[config.mk]
export PLATFORM = sky130hd
export DESIGN_NAME = peripheral_interrupt_regs
export DESIGN_NICKNAME = d
export VERILOG_FILES = /design/src/hdl/irq_regs_pkg.sv /design/src/hdl/peripheral_interrupt_regs.sv /design/src/hdl/level_sync.sv /design/src/hdl/event_flag_bit.sv
export SDC_FILE = /design/constraint.sdc
export NUM_CORES = 1
export LEC_CHECK = 0
export BUFFER_PORTS_ARGS = -buffer_cell sky130_fd_sc_hd__buf_2
export CORE_MARGIN = 2
export CORE_UTILIZATION = 45
export DETAILED_ROUTE_END_ITERATION = 7
export PLACE_DENSITY = 0.79
export SLEW_MARGIN = 10
export SYNTH_ARGS = -nofsm -noshare
export SYNTH_HDL_FRONTEND = slang
export SYNTH_SLANG_ARGS = --single-unit
[constraint.sdc]
create_clock -name clk_sys -period 1.6 [get_ports clk_sys]
set_input_delay 0.32 -clock clk_sys [delete_from_list [all_inputs] [get_ports clk_sys]]
set_output_delay 0.32 -clock clk_sys [all_outputs]
set_load 0.01 [all_outputs]
[src/hdl/irq_regs_pkg.sv]
// Constants and types shared by the peripheral interrupt register block
`default_nettype none
package irq_regs_pkg;
  localparam logic [7:0] ADDR_FLAGS   = 8'h0c;
  localparam logic [7:0] ADDR_ENABLES = 8'h8c;
  localparam logic [7:0] ADDR_CTRL    = 8'h10;
  localparam logic [7:0] ADDR_STATUS  = 8'h14;
  localparam logic [7:0] ADDR_MASK    = 8'h18;

  localparam int unsigned BIT_EEWRITE = 7;
  localparam int unsigned BIT_CONV    = 6;
  localparam int unsigned BIT_CMP     = 3;
  localparam int unsigned BIT_TIMER   = 0;
  localparam int unsigned BIT_GLOBAL  = 7;
  localparam int unsigned BIT_PERIPH  = 6;

  localparam logic [7:0] IMPL_MASK  = 8'hc9;
  localparam logic [7:0] CTRL_MASK  = 8'hc0;
  localparam logic [7:0] RESET_BYTE = 8'h00;
  localparam logic       HAS_CONVERTER = 1'b1;

  typedef struct packed {
    logic eewrite_done;
    logic conv_done;
    logic timer_ovf;
  } events_type;

  typedef struct packed {
    logic stage1;
    logic stage2;
  } sync_state_type;

  typedef struct packed {
    logic flag;
  } flag_state_type;

  typedef struct packed {
    logic [7:0] enables;
    logic [7:0] ctrl;
    logic [7:0] mask;
    logic [7:0] rdata;
    logic       ack;
    logic       cmp_prev;
    logic       primed;
    logic       core_req;
    logic       irq;
  } regs_state_type;
endpackage : irq_regs_pkg
`default_nettype wire

[src/hdl/peripheral_interrupt_regs.sv]
// Peripheral interrupt flag and enable registers with a Wishbone slave
//
// The Wishbone slave port was left to the implementer.
`default_nettype none
module peripheral_interrupt_regs (
  input  wire logic                     clk_sys,
  input  wire logic                     rst_b,
  input  wire logic                     ce,
  input  wire logic                     wb_cyc_i,
  input  wire logic                     wb_stb_i,
  input  wire logic                     wb_we_i,
  input  wire logic [7:0]               wb_adr_i,
  input  wire logic [3:0]               wb_sel_i,
  input  wire logic [31:0]              wb_dat_i,
  output logic      [31:0]              wb_dat_o,
  output logic                          wb_ack_o,
  input  wire irq_regs_pkg::events_type events,
  input  wire logic                     cmp_out,
  output logic                          core_irq_req,
  output logic                          irq
);
  irq_regs_pkg::regs_state_type st_r;
  irq_regs_pkg::regs_state_type st_nxt;

  logic       access;
  logic       commit;
  logic       wr_lo;
  logic       wr_flags;
  logic       rd_status;
  logic       cmp_sync;
  logic       cmp_change;
  logic [7:0] ev;
  logic [7:0] flags_q;
  logic [7:0] status_q;
  logic [7:0] rd_mux;

  // Comparator output is asynchronous to this clock
  level_sync u_cmp_sync (
    .clk_sys (clk_sys),
    .rst_b   (rst_b),
    .ce      (ce),
    .din     (cmp_out),
    .dout    (cmp_sync)
  );

  // Request taken in first cycle, committed at the edge that sees ack
  assign access    = wb_cyc_i & wb_stb_i;
  assign commit    = access & st_r.ack;
  assign wr_lo     = commit & wb_we_i & wb_sel_i[0];
  assign wr_flags  = wr_lo & (wb_adr_i == irq_regs_pkg::ADDR_FLAGS);
  assign rd_status = commit & ~wb_we_i
                   & (wb_adr_i == irq_regs_pkg::ADDR_STATUS);

  // First sample after reset only primes; avoids a false change
  assign cmp_change = st_r.primed & (cmp_sync != st_r.cmp_prev);

  always_comb begin
    ev = 8'h00;
    ev[irq_regs_pkg::BIT_EEWRITE] = events.eewrite_done;
    ev[irq_regs_pkg::BIT_CONV]    = events.conv_done
                                  & irq_regs_pkg::HAS_CONVERTER;
    ev[irq_regs_pkg::BIT_CMP]     = cmp_change;
    ev[irq_regs_pkg::BIT_TIMER]   = events.timer_ovf;
  end

  // Flag and status bits exist only at implemented positions
  for (genvar i = 0; i < 8; i++) begin : g_bits
    if (irq_regs_pkg::IMPL_MASK[i]) begin : g_impl
      event_flag_bit u_flag (
        .clk_sys (clk_sys),
        .rst_b   (rst_b),
        .ce      (ce),
        .set_evt (ev[i]),
        .wr_en   (wr_flags),
        .wr_val  (wb_dat_i[i]),
        .flag    (flags_q[i])
      );
      // Read clears only bits that were returned, so no event is lost
      event_flag_bit u_status (
        .clk_sys (clk_sys),
        .rst_b   (rst_b),
        .ce      (ce),
        .set_evt (ev[i]),
        .wr_en   (rd_status & st_r.rdata[i]),
        .wr_val  (1'b0),
        .flag    (status_q[i])
      );
    end else begin : g_unimpl
      assign flags_q[i]  = 1'b0;
      assign status_q[i] = 1'b0;
    end
  end

  always_comb begin
    if (wb_adr_i == irq_regs_pkg::ADDR_FLAGS) begin
      rd_mux = flags_q;
    end else if (wb_adr_i == irq_regs_pkg::ADDR_ENABLES) begin
      rd_mux = st_r.enables;
    end else if (wb_adr_i == irq_regs_pkg::ADDR_CTRL) begin
      rd_mux = st_r.ctrl;
    end else if (wb_adr_i == irq_regs_pkg::ADDR_STATUS) begin
      rd_mux = status_q;
    end else if (wb_adr_i == irq_regs_pkg::ADDR_MASK) begin
      rd_mux = st_r.mask;
    end else begin
      rd_mux = irq_regs_pkg::RESET_BYTE;
    end
  end

  always_comb begin
    st_nxt          = st_r;
    st_nxt.ack      = access & ~st_r.ack;
    if (access & ~st_r.ack) begin
      st_nxt.rdata = rd_mux;
    end
    if (wr_lo) begin
      if (wb_adr_i == irq_regs_pkg::ADDR_ENABLES) begin
        st_nxt.enables = wb_dat_i[7:0]
                       & irq_regs_pkg::IMPL_MASK;
      end else if (wb_adr_i == irq_regs_pkg::ADDR_CTRL) begin
        st_nxt.ctrl = wb_dat_i[7:0] & irq_regs_pkg::CTRL_MASK;
      end else if (wb_adr_i == irq_regs_pkg::ADDR_MASK) begin
        st_nxt.mask = wb_dat_i[7:0] & irq_regs_pkg::IMPL_MASK;
      end
    end
    st_nxt.cmp_prev = cmp_sync;
    st_nxt.primed   = 1'b1;
    // Gated by both global enables; a flag alone never interrupts the core
    st_nxt.core_req = st_r.ctrl[irq_regs_pkg::BIT_GLOBAL]
                    & st_r.ctrl[irq_regs_pkg::BIT_PERIPH]
                    & (|(flags_q & st_r.enables));
    st_nxt.irq      = |(status_q & st_r.mask);
  end

  always_ff @(posedge clk_sys or negedge rst_b) begin
    if (!rst_b) begin
      st_r <= '0;
    end else if (ce) begin
      st_r <= st_nxt;
    end
  end

  assign wb_dat_o     = {24'h00_0000, st_r.rdata};
  assign wb_ack_o     = st_r.ack;
  assign core_irq_req = st_r.core_req;
  assign irq          = st_r.irq;
endmodule : peripheral_interrupt_regs
`default_nettype wire

[src/hdl/level_sync.sv]
// Two-stage synchroniser for an asynchronous level
`default_nettype none
module level_sync (
  input  wire logic clk_sys,
  input  wire logic rst_b,
  input  wire logic ce,
  input  wire logic din,
  output logic      dout
);
  irq_regs_pkg::sync_state_type st_r;
  irq_regs_pkg::sync_state_type st_nxt;

  always_comb begin
    st_nxt        = st_r;
    st_nxt.stage1 = din;
    st_nxt.stage2 = st_r.stage1;
  end

  always_ff @(posedge clk_sys or negedge rst_b) begin
    if (!rst_b) begin
      st_r <= '0;
    end else if (ce) begin
      st_r <= st_nxt;
    end
  end

  assign dout = st_r.stage2;
endmodule : level_sync
`default_nettype wire

[src/hdl/event_flag_bit.sv]
// One sticky flag bit: hardware set beats software write or clear
`default_nettype none
module event_flag_bit (
  input  wire logic clk_sys,
  input  wire logic rst_b,
  input  wire logic ce,
  input  wire logic set_evt,
  input  wire logic wr_en,
  input  wire logic wr_val,
  output logic      flag
);
  irq_regs_pkg::flag_state_type st_r;
  irq_regs_pkg::flag_state_type st_nxt;

  always_comb begin
    st_nxt = st_r;
    if (set_evt) begin
      st_nxt.flag = 1'b1;
    end else if (wr_en) begin
      st_nxt.flag = wr_val;
    end
  end

  always_ff @(posedge clk_sys or negedge rst_b) begin
    if (!rst_b) begin
      st_r <= '0;
    end else if (ce) begin
      st_r <= st_nxt;
    end
  end

  assign flag = st_r.flag;
endmodule : event_flag_bit
`default_nettype wire

# After elaboration in Yosys (flattened, before gate mapping)
# Cells that the tools add are included.
# Widths: inputs -> output; s select.
dict set report word_totals {
  reg_bits 33
  in_bits 54
  word_cells 89
}
dict set report classes {
  reduce_logical 22
  bitwise_logic 21
  n_eq_ne 6
  n_mux 21
}
# op n
set ops {}
lappend ops {{$mux 8} 5}
lappend ops {{$eq 8x5->1 const B} 3}
lappend ops {{$reduce_and 2->1} 9}
lappend ops {{$and 8x8->8} 2}
lappend ops {{$mux 1} 16}
lappend ops {{$reduce_bool 2->1} 8}
lappend ops {{$reduce_or 8->1} 2}
lappend ops {{$and 1x1->1} 15}
lappend ops {{$eq 8x4->1 const B} 1}
lappend ops {{$eq 8x8->1 const B} 1}
lappend ops {{$reduce_and 5->1} 1}
lappend ops {{$not 1->1} 4}
lappend ops {{$reduce_and 4->1} 1}
lappend ops {{$reduce_and 3->1} 1}
lappend ops {{$ne 1x1->1} 1}

# Depth between registers and ports, before layout
# Gate-level depths: netlist of run 1.
dict set report depth {
  word_depth 7
  ltp_mapped 6
}

# Cells and area by module
# A second synthesis of run 1 with hierarchy kept.
dict set report unflattened {
  cells_unflattened 181
  hier_area_um2 1870.5
}
# module instances seq_area_each_um2 area_per_inst_um2 cells_per_inst
set modules_own_cells {}
lappend modules_own_cells {peripheral_interrupt_regs 1 475.5 1347.5 137}
lappend modules_own_cells {event_flag_bit 8 25.0 56.3 5}
lappend modules_own_cells {level_sync 1 50.0 72.6 4}

# Least setup slack after synthesis of run 1
# Ideal clock, no wire load.
dict set report synth_timing {
  path_kind {input-to-reg}
  from {in ce}
  to {reg st_r[13] (netlist bit)}
  setup_slack_ns 0.029
  arrival_ns 1.446
  setup_time_ns 0.125
  n_path_buf 1
  path_stages 5
  cell_sequence {buf_4 and3_4 nand4_4 nor3b_4 mux2_2}
}
dict set report synth_between {
  elab_chain_cells 1
}
# item line
set synth_rtl {}
lappend synth_rtl {{start, declared} peripheral_interrupt_regs.sv:8} ;# input wire logic ce,
lappend synth_rtl {{$reduce_and 5->1 (no source line)} n/a}
lappend synth_rtl {{end signal, assigned} peripheral_interrupt_regs.sv:139} ;# st_r <= st_nxt;
lappend synth_rtl {{end, declared} peripheral_interrupt_regs.sv:22} ;# irq_regs_pkg::regs_state_type st_r;
# No other way between the ends.
# A chain may end at the register's enable or synchronous reset.

# Worst setup path after layout of run 1
dict set report layout_timing {
  from {reg st_r, in the netlist wb_ack_o}
  to {reg st_r[20] (netlist bit)}
}
dict set report layout_between {
  elab_chain_cells 4
}
# item line
set layout_rtl {}
lappend layout_rtl {{$and 1x1->1} peripheral_interrupt_regs.sv:48} ;# assign commit = access & st_r.ack;
lappend layout_rtl {{$and 1x1->1 (2 in series)} peripheral_interrupt_regs.sv:49} ;# assign wr_lo = commit & wb_we_i & wb_sel_i[0];
lappend layout_rtl {{$reduce_and 5->1 (no source line)} n/a}
# No other way between the ends.

==> flow_metrics.py, run 1 <==
metrics = {
    "outcome": {
        "status": "completed",
    },
    "clocking": {
        "cts_root_buffer": "clkbuf_8",
        "cts_tree": "yes",
        "hold_buffers": 0,
        "htreeDepth": 2,
        "clock_sinks": 29,
        "post_cts_resized": 0,
        "clk_pin_slew_ns": 0.06,
        "cts_buffers": 5,
        "post_cts_buffers": 0,
        "cts.path.max_buffers": 2,
        "clock_latency_ns": 0.28,
    },
    "sta": {
        "fin_tns_setup_ns": 0,
        "final-setup-viol-count": 0,
        "slew_headroom": 0.5767,
        "clock-skew-final_ns": 0.002716,
        "max_clock_freq_mhz": 686.6,
        "slew_violations": 0,
        "worst_slew_pin_slew_ns": 0.6350,
        "holdWs_ns": 0.05897,
        "period_needed_ns": 1.457,
        "fin_ws_ns": 0.1435,
        "period_share": 0.9103,
        "hold_violations": 0,
        "grt_setup_unrepaired": "no",
    },
    "power": {
        "p_sw_frac": 0.2459,
        "p_per_area_mw_per_mm2": 882.6,
        "seqPwrFrac": 0.456,
        "p_switching_w": 0.0004301,
        "ir_worst_vdd_mv": 0.6009,
        "comb_power_share": 0.137,
        "clockPowerShare": 0.407,
        "p_int_w": 0.001319,
        "total_leakage_power_nw": 0.9260,
    },
    "drt": {
        "first_pass_iters": 4,
        "drtIter0Drc": 30,
        "drt_wl_total_mm": 3.636,
        "wl_per_cell_um": 14.66,
        "vias": 1280,
        "drc_errors": 0,
        "ant_nets": 0,
        "via_per_inst": 5.161,
    },
    "floorplanning": {
        "core_area_mm2": 0.003689,
        "rows": 22,
        "start_util": 0.4729,
        "die_w_um": 66.26,
        "dieHeight_um": 66.26,
        "io_pins": 89,
        "die-area_mm2": 0.004390,
    },
    "placement": {
        "place_inst": 241,
        "gp_congestion": 0.8422,
        "placed_area_mm2": 0.001878,
        "place_ws_ns": -0.03933,
        "port_buffers": 29,
        "hpwl_mm": 2.809,
    },
    "final_layout": {
        "n_antenna_cell": 0,
        "drive_above_1_share": 0.3700,
        "final_nets": 254,
        "final_cell_mix": "dfrtp_1, buf_2, conb_1, mux2_2, buf_4",
        "areaGrowthSynthToFinish_pct": 13.63,
        "fin_cells": 248,
        "nFillCells": 329,
        "fin_area_mm2": 0.001982,
    },
    "synthesis": {
        "ys_ff_latch": 29,
        "netlist_instances": 161,
        "netlist_area_mm2": 0.001744,
        "syn_avg_cell_area_um2": 10.83,
        "yosysSeqAreaShare": 0.4161,
        "yosysWarnings": 0,
        "synth_cell_types": 38,
    },
    "setup_path": {
        "worstPathArrival_ns": 1.62,
        "slowest_stage": "dfrtp_1",
        "required_ns": 1.76,
        "crit_chain": "nand4_4, nor3b_4, mux2_2",
        "slowest_delay_ns": 0.42,
        "critical_path.endpoint_type": "register",
        "start_kind": "register",
        "critPathKind": "reg -> reg",
        "critPathMaxFanout": 4,
    },
    "global_route": {
        "antenna_found_initial": 0,
        "grt.total_usage": 0.1817,
        "grt_first_pass_wirelength_mm": 5.754,
        "grt_max_degree": 30,
        "grt_pass1_vias": 1121,
        "grt_overflow": 0,
    },
    "run": {
        "drv_cap": 0,
    },
    "worst_hold_path": {
        "min_path_type": "in -> async",
    },
}
-- cell type report --
cell class / instances / area (µm²) / share of cell area
inverters: 2 / 7.507 / 0.003788
multi-input cells: 122 / 857.1 / 0.4324
clock inverters: 2 / 35.03 / 0.01768
well taps: 48 / 60.06 / 0.03030
flip-flops and latches: 29 / 725.7 / 0.3662
clock buffers: 5 / 68.82 / 0.03472
repair buffers: 40 / 227.7 / 0.1149
-- registers in the layout, indices dropped and copies added, names as in the netlist --
name and cells:
g_bits.g_impl.u_status.flag 4, wb_dat_o 4, st_r 12, u_cmp_sync.dout 1, g_bits.g_impl.u_flag.flag 4, irq 1
wb_ack_o 1, u_cmp_sync.st_nxt 1, core_irq_req 1
-- power groups by stage --
| stage | Combinational [W] | Clock (W) | Sequential (W) |
|---|---|---|---|
| 3_3_place_gp | 0.000236 | 0 | 0.000810 |
| 4_1_cts | 0.000242 | 0.000738 | 0.000798 |
| 2_1_floorplan | 0.000213 | 0 | 0.000807 |
| 5_1_grt | 0.000268 | 0.000778 | 0.000802 |
| 3_5_place_dp | 0.000241 | 0 | 0.000811 |
| 6_report | 0.000240 | 0.000711 | 0.000798 |
-- routing by layer --
layer  vias up  global-route usage  wire [µm]
met5         -                   0          0
met4         0             0.07653         50
met3         4             0.05111        298
met2        61              0.2525       1639
met1       615              0.2616       1647
li1        600                   -          -
-- cell usage after synthesis --
library cell   n  share of area
nor2_2         1         0.0036
a221oi_1       1         0.0050
and4b_1        2          0.011
nor3_1         4          0.011
mux2_2        15          0.097
mux2i_1        4          0.023
o21ai_0        1         0.0029
or2_2          1         0.0036
inv_1          2         0.0043
nor3b_1        1         0.0043
o211a_1        2          0.011
nand2_1        8          0.017
a31oi_1        1         0.0036
nor4b_4        1          0.014
nand3_1        2         0.0057
conb_1         1         0.0022
nand4_1        3          0.011
a22oi_1        6          0.026
a21oi_1        6          0.017
nor3b_2        1         0.0072
o22ai_1        1         0.0036
nor2_1        10          0.022
o2111ai_1      2          0.010
buf_4         33           0.14
xor2_1         1         0.0050
o221a_2        2          0.013
or3_1          2         0.0072
nor3_2         1         0.0057
and3_4         1         0.0065
dfrtp_1       29           0.42
nand3_2        1         0.0057
nand4_4        1          0.012
clkbuf_1       2         0.0043
a22o_1         5          0.025
and2_1         2         0.0072
nor2b_1        2         0.0072
and3b_1        1         0.0050
nor3b_4        2          0.022
-- worst max-delay path: cells and delay by family (launching register included) --
family	cells	cell delay (ns)
multiplexers	1	0.38
AND/OR/NAND/NOR	2	0.54
flip-flops	1	0.42
-- worst paths after layout --
kind,start,end,slack [ns],depth (start not counted)
max,wb_ack_o,st_r[20],0.14,3
min reg2reg,st_r[2],st_r[2],0.47,1
max in group asynchronous,rst_b,wb_dat_o[6],1.13,1
min in group clk_sys,cmp_out,u_cmp_sync.st_nxt[0],0.27,2
min,rst_b,st_r[20],0.06,1
max reg2reg,wb_ack_o,st_r[20],0.14,3
-- kinds of logic after synthesis --
group	count (synthesis)	synth area share
other cells	1	0.002150
buf+inv	37	0.1507
flops	29	0.4161
compound gates	27	0.1176
simple gates	47	0.1887
mux	19	0.1198
xor+xnor	1	0.005022
-- through the flow --
step                      utilization  total power (W)
final                          0.5373         0.001749
after detailed placement       0.5092         0.001052
after floorplan                     -         0.001019
after global placement         0.5092         0.001047
after global routing           0.5373         0.001848
after CTS                      0.5373         0.001778
Power figures use the tool's default switching activity.
==> run 2, diff against run 1 <==
--- a/config.mk
+++ b/config.mk
@@ -10,5 +10,5 @@
 export CORE_UTILIZATION = 45
 export DETAILED_ROUTE_END_ITERATION = 7
-export PLACE_DENSITY = 0.79
+export PLACE_DENSITY = 0.76
 export SLEW_MARGIN = 10
 export SYNTH_ARGS = -nofsm -noshare
==> constraint.sdc (replaced) <==
create_clock -name clk_sys -period 1.6 [get_ports clk_sys]
set_input_delay 0.32 -clock clk_sys [delete_from_list [all_inputs] [get_ports clk_sys]]
set_output_delay 0.32 -clock clk_sys [all_outputs]
set_load 0.1 [all_outputs]
==> run 2 against run 1 <==
Against the previous run:
- fmax fell by 1.2%
- design area rose by 2.3%
- utilization rose by 1.2 points
- worst setup slack got worse by 0.017 ns
- clock power rose by 11%
==> flow_metrics.py, run 2 (same netlist as run 1, synthesis figures left out) <==
metrics = {
    "outcome": {
        "status": "completed",
    },
    "floorplanning": {
        "die-area_mm2": 0.004390,
        "rows": 22,
        "dieHeight_um": 66.26,
        "die_w_um": 66.26,
        "io_pins": 89,
        "core_area_mm2": 0.003689,
        "start_util": 0.4729,
    },
    "final_layout": {
        "fin_cells": 252,
        "areaGrowthSynthToFinish_pct": 16.21,
        "drive_above_1_share": 0.3824,
        "final_common_cell": "buf_2",
        "largest_reg_flops": 12,
        "n_antenna_cell": 0,
        "utilization": 0.5495,
        "final_cell_mix": "buf_2, conb_1, dfrtp_1, mux2_2, buf_4",
        "fin_area_mm2": 0.002027,
        "final_nets": 257,
        "top_register": "st_r",
    },
    "power": {
        "total_leakage_power_nw": 0.9407,
        "power_w": 0.002262,
        "ir_worst_vdd_mv": 0.5703,
        "p_per_area_mw_per_mm2": 1116,
    },
    "sta": {
        "period_needed_ns": 1.474,
        "fin_tns_setup_ns": 0,
        "period_share": 0.9210,
        "grt_setup_unrepaired": "no",
        "max_clock_freq_mhz": 678.6,
        "hold_violations": 0,
        "clock-skew-final_ns": 0.004699,
        "slew_violations": 0,
        "final-setup-viol-count": 0,
    },
    "setup_path": {
        "rrSetupSlack_ns": 0.16,
        "critical_path.endpoint_type": "primary output",
        "start_kind": "register",
        "cp.depth": 1,
        "critPathMaxFanout": 4,
        "worst-path-buf-inv": 1,
        "slowest_delay_ns": 0.44,
        "worstPathArrival_ns": 1.15,
        "r2r.worst_path.cells": 3,
        "endpoint": "wb_ack_o",
        "critPathKind": "reg -> out",
        "reg2reg_from": "wb_ack_o",
        "required_ns": 1.28,
        "crit_chain": "buf_2",
        "critical_path.top_delay_family": "flip-flops",
        "crit_start": "wb_ack_o",
        "slowest_stage": "dfrtp_4",
        "worst_r2r_endpoint": "st_r[19]",
    },
    "clocking": {
        "cts_root_buffer": "clkbuf_8",
        "cts_tree": "yes",
        "clk_pin_slew_ns": 0.06,
        "cts_buffers": 5,
        "clock_sinks": 29,
        "clock_latency_ns": 0.28,
        "cts.path.max_buffers": 2,
        "post_cts_resized": 0,
        "htreeDepth": 2,
    },
    "drt": {
        "wl_met2_mm": 1.675,
        "drc_errors": 0,
        "via_per_inst": 5.147,
        "wl_met1_mm": 1.657,
        "vias": 1297,
        "routed.top_layer": "met4",
        "ant_nets": 0,
        "drtIter0Drc": 40,
        "wl_per_cell_um": 14.63,
        "drt_wl_total_mm": 3.686,
        "wl_met3_um": 310,
        "first_pass_iters": 4,
    },
    "placement": {
        "gp_congestion": 0.8422,
        "placed_area_mm2": 0.001897,
        "hpwl_mm": 2.817,
        "place_inst": 243,
        "port_buffers": 29,
    },
    "global_route": {
        "grt_pass1_vias": 1260,
        "antenna_found_initial": 0,
        "grt_overflow": 0,
        "grt_first_pass_wirelength_mm": 6.182,
        "grt_max_degree": 20,
        "grt.total_usage": 0.1899,
    },
    "run": {
        "drv_cap": 0,
    },
    "worst_hold_path": {
        "min_path_type": "in -> reg",
    },
}
-- run 2: cell types whose count changed in the layout (fill, tap and decap cells not counted), sizes merged --
cell,change
dlygate4sd3,+1
buf,+2
clkbuf,+1
clkinvlp,+1
clkinv,-1
-- run 2: timing repair --
item,CTS,global route
buffers inserted,0,0
endpoints found under the hold margin,10,0
hold buffers,1,0
-- run 2: area by class of cell --
| type | instances | area (µm²) |
|---|---|---|
| multi-input cells | 122 | 857.1 |
| inverters | 2 | 7.507 |
| clock buffers | 6 | 82.58 |
| repair buffers | 43 | 252.7 |
| fillers | 347 | 1662 |
| well taps | 48 | 60.06 |
| flip-flops and latches | 29 | 729.5 |
| clock inverters | 2 | 37.54 |
-- run 2: power breakdown --
group / leakage (nW) / switching (W) / internal (W)
clock network: 0.0574 / 0.000280 / 0.000505
registers: 0.339 / 0.0000303 / 0.000771
logic: 0.544 / 0.000572 / 0.000102
total: 0.941 / 0.000883 / 0.00138
-- run 2: worst min-delay path by stage --
stage	cells after the start	slack, ns	from	end
6_report	2	0.27	cmp_out	u_cmp_sync.st_nxt[0]
5_1_grt	2	0.28	cmp_out	u_cmp_sync.st_nxt[0]
4_1_cts	2	0.27	cmp_out	u_cmp_sync.st_nxt[0]
3_5_place_dp	1	0.21	rst_b	g_bits[3].g_impl.u_status.flag
3_3_place_gp	1	0.20	rst_b	g_bits[3].g_impl.u_status.flag
2_1_floorplan	0	0.02	rst_b	core_irq_req
-- run 2: metal layers --
| layer | global-route usage | up-vias |
|---|---|---|
| met3 | 0.05111 | 5 |
| met5 | 0 | - |
| met4 | 0.06122 | 0 |
| met2 | 0.2875 | 62 |
| li1 | - | 610 |
| met1 | 0.2630 | 620 |
-- run 2: per-stage QoR --
stage	hold WS (ns)	setup WS (ns)
floorplan	0.02441	0.02304
global placement	0.1982	-0.02558
detailed placement	0.2100	-0.05354
CTS	0.2674	0.1163
global route	0.2786	0.1075
finish	0.2719	0.1264
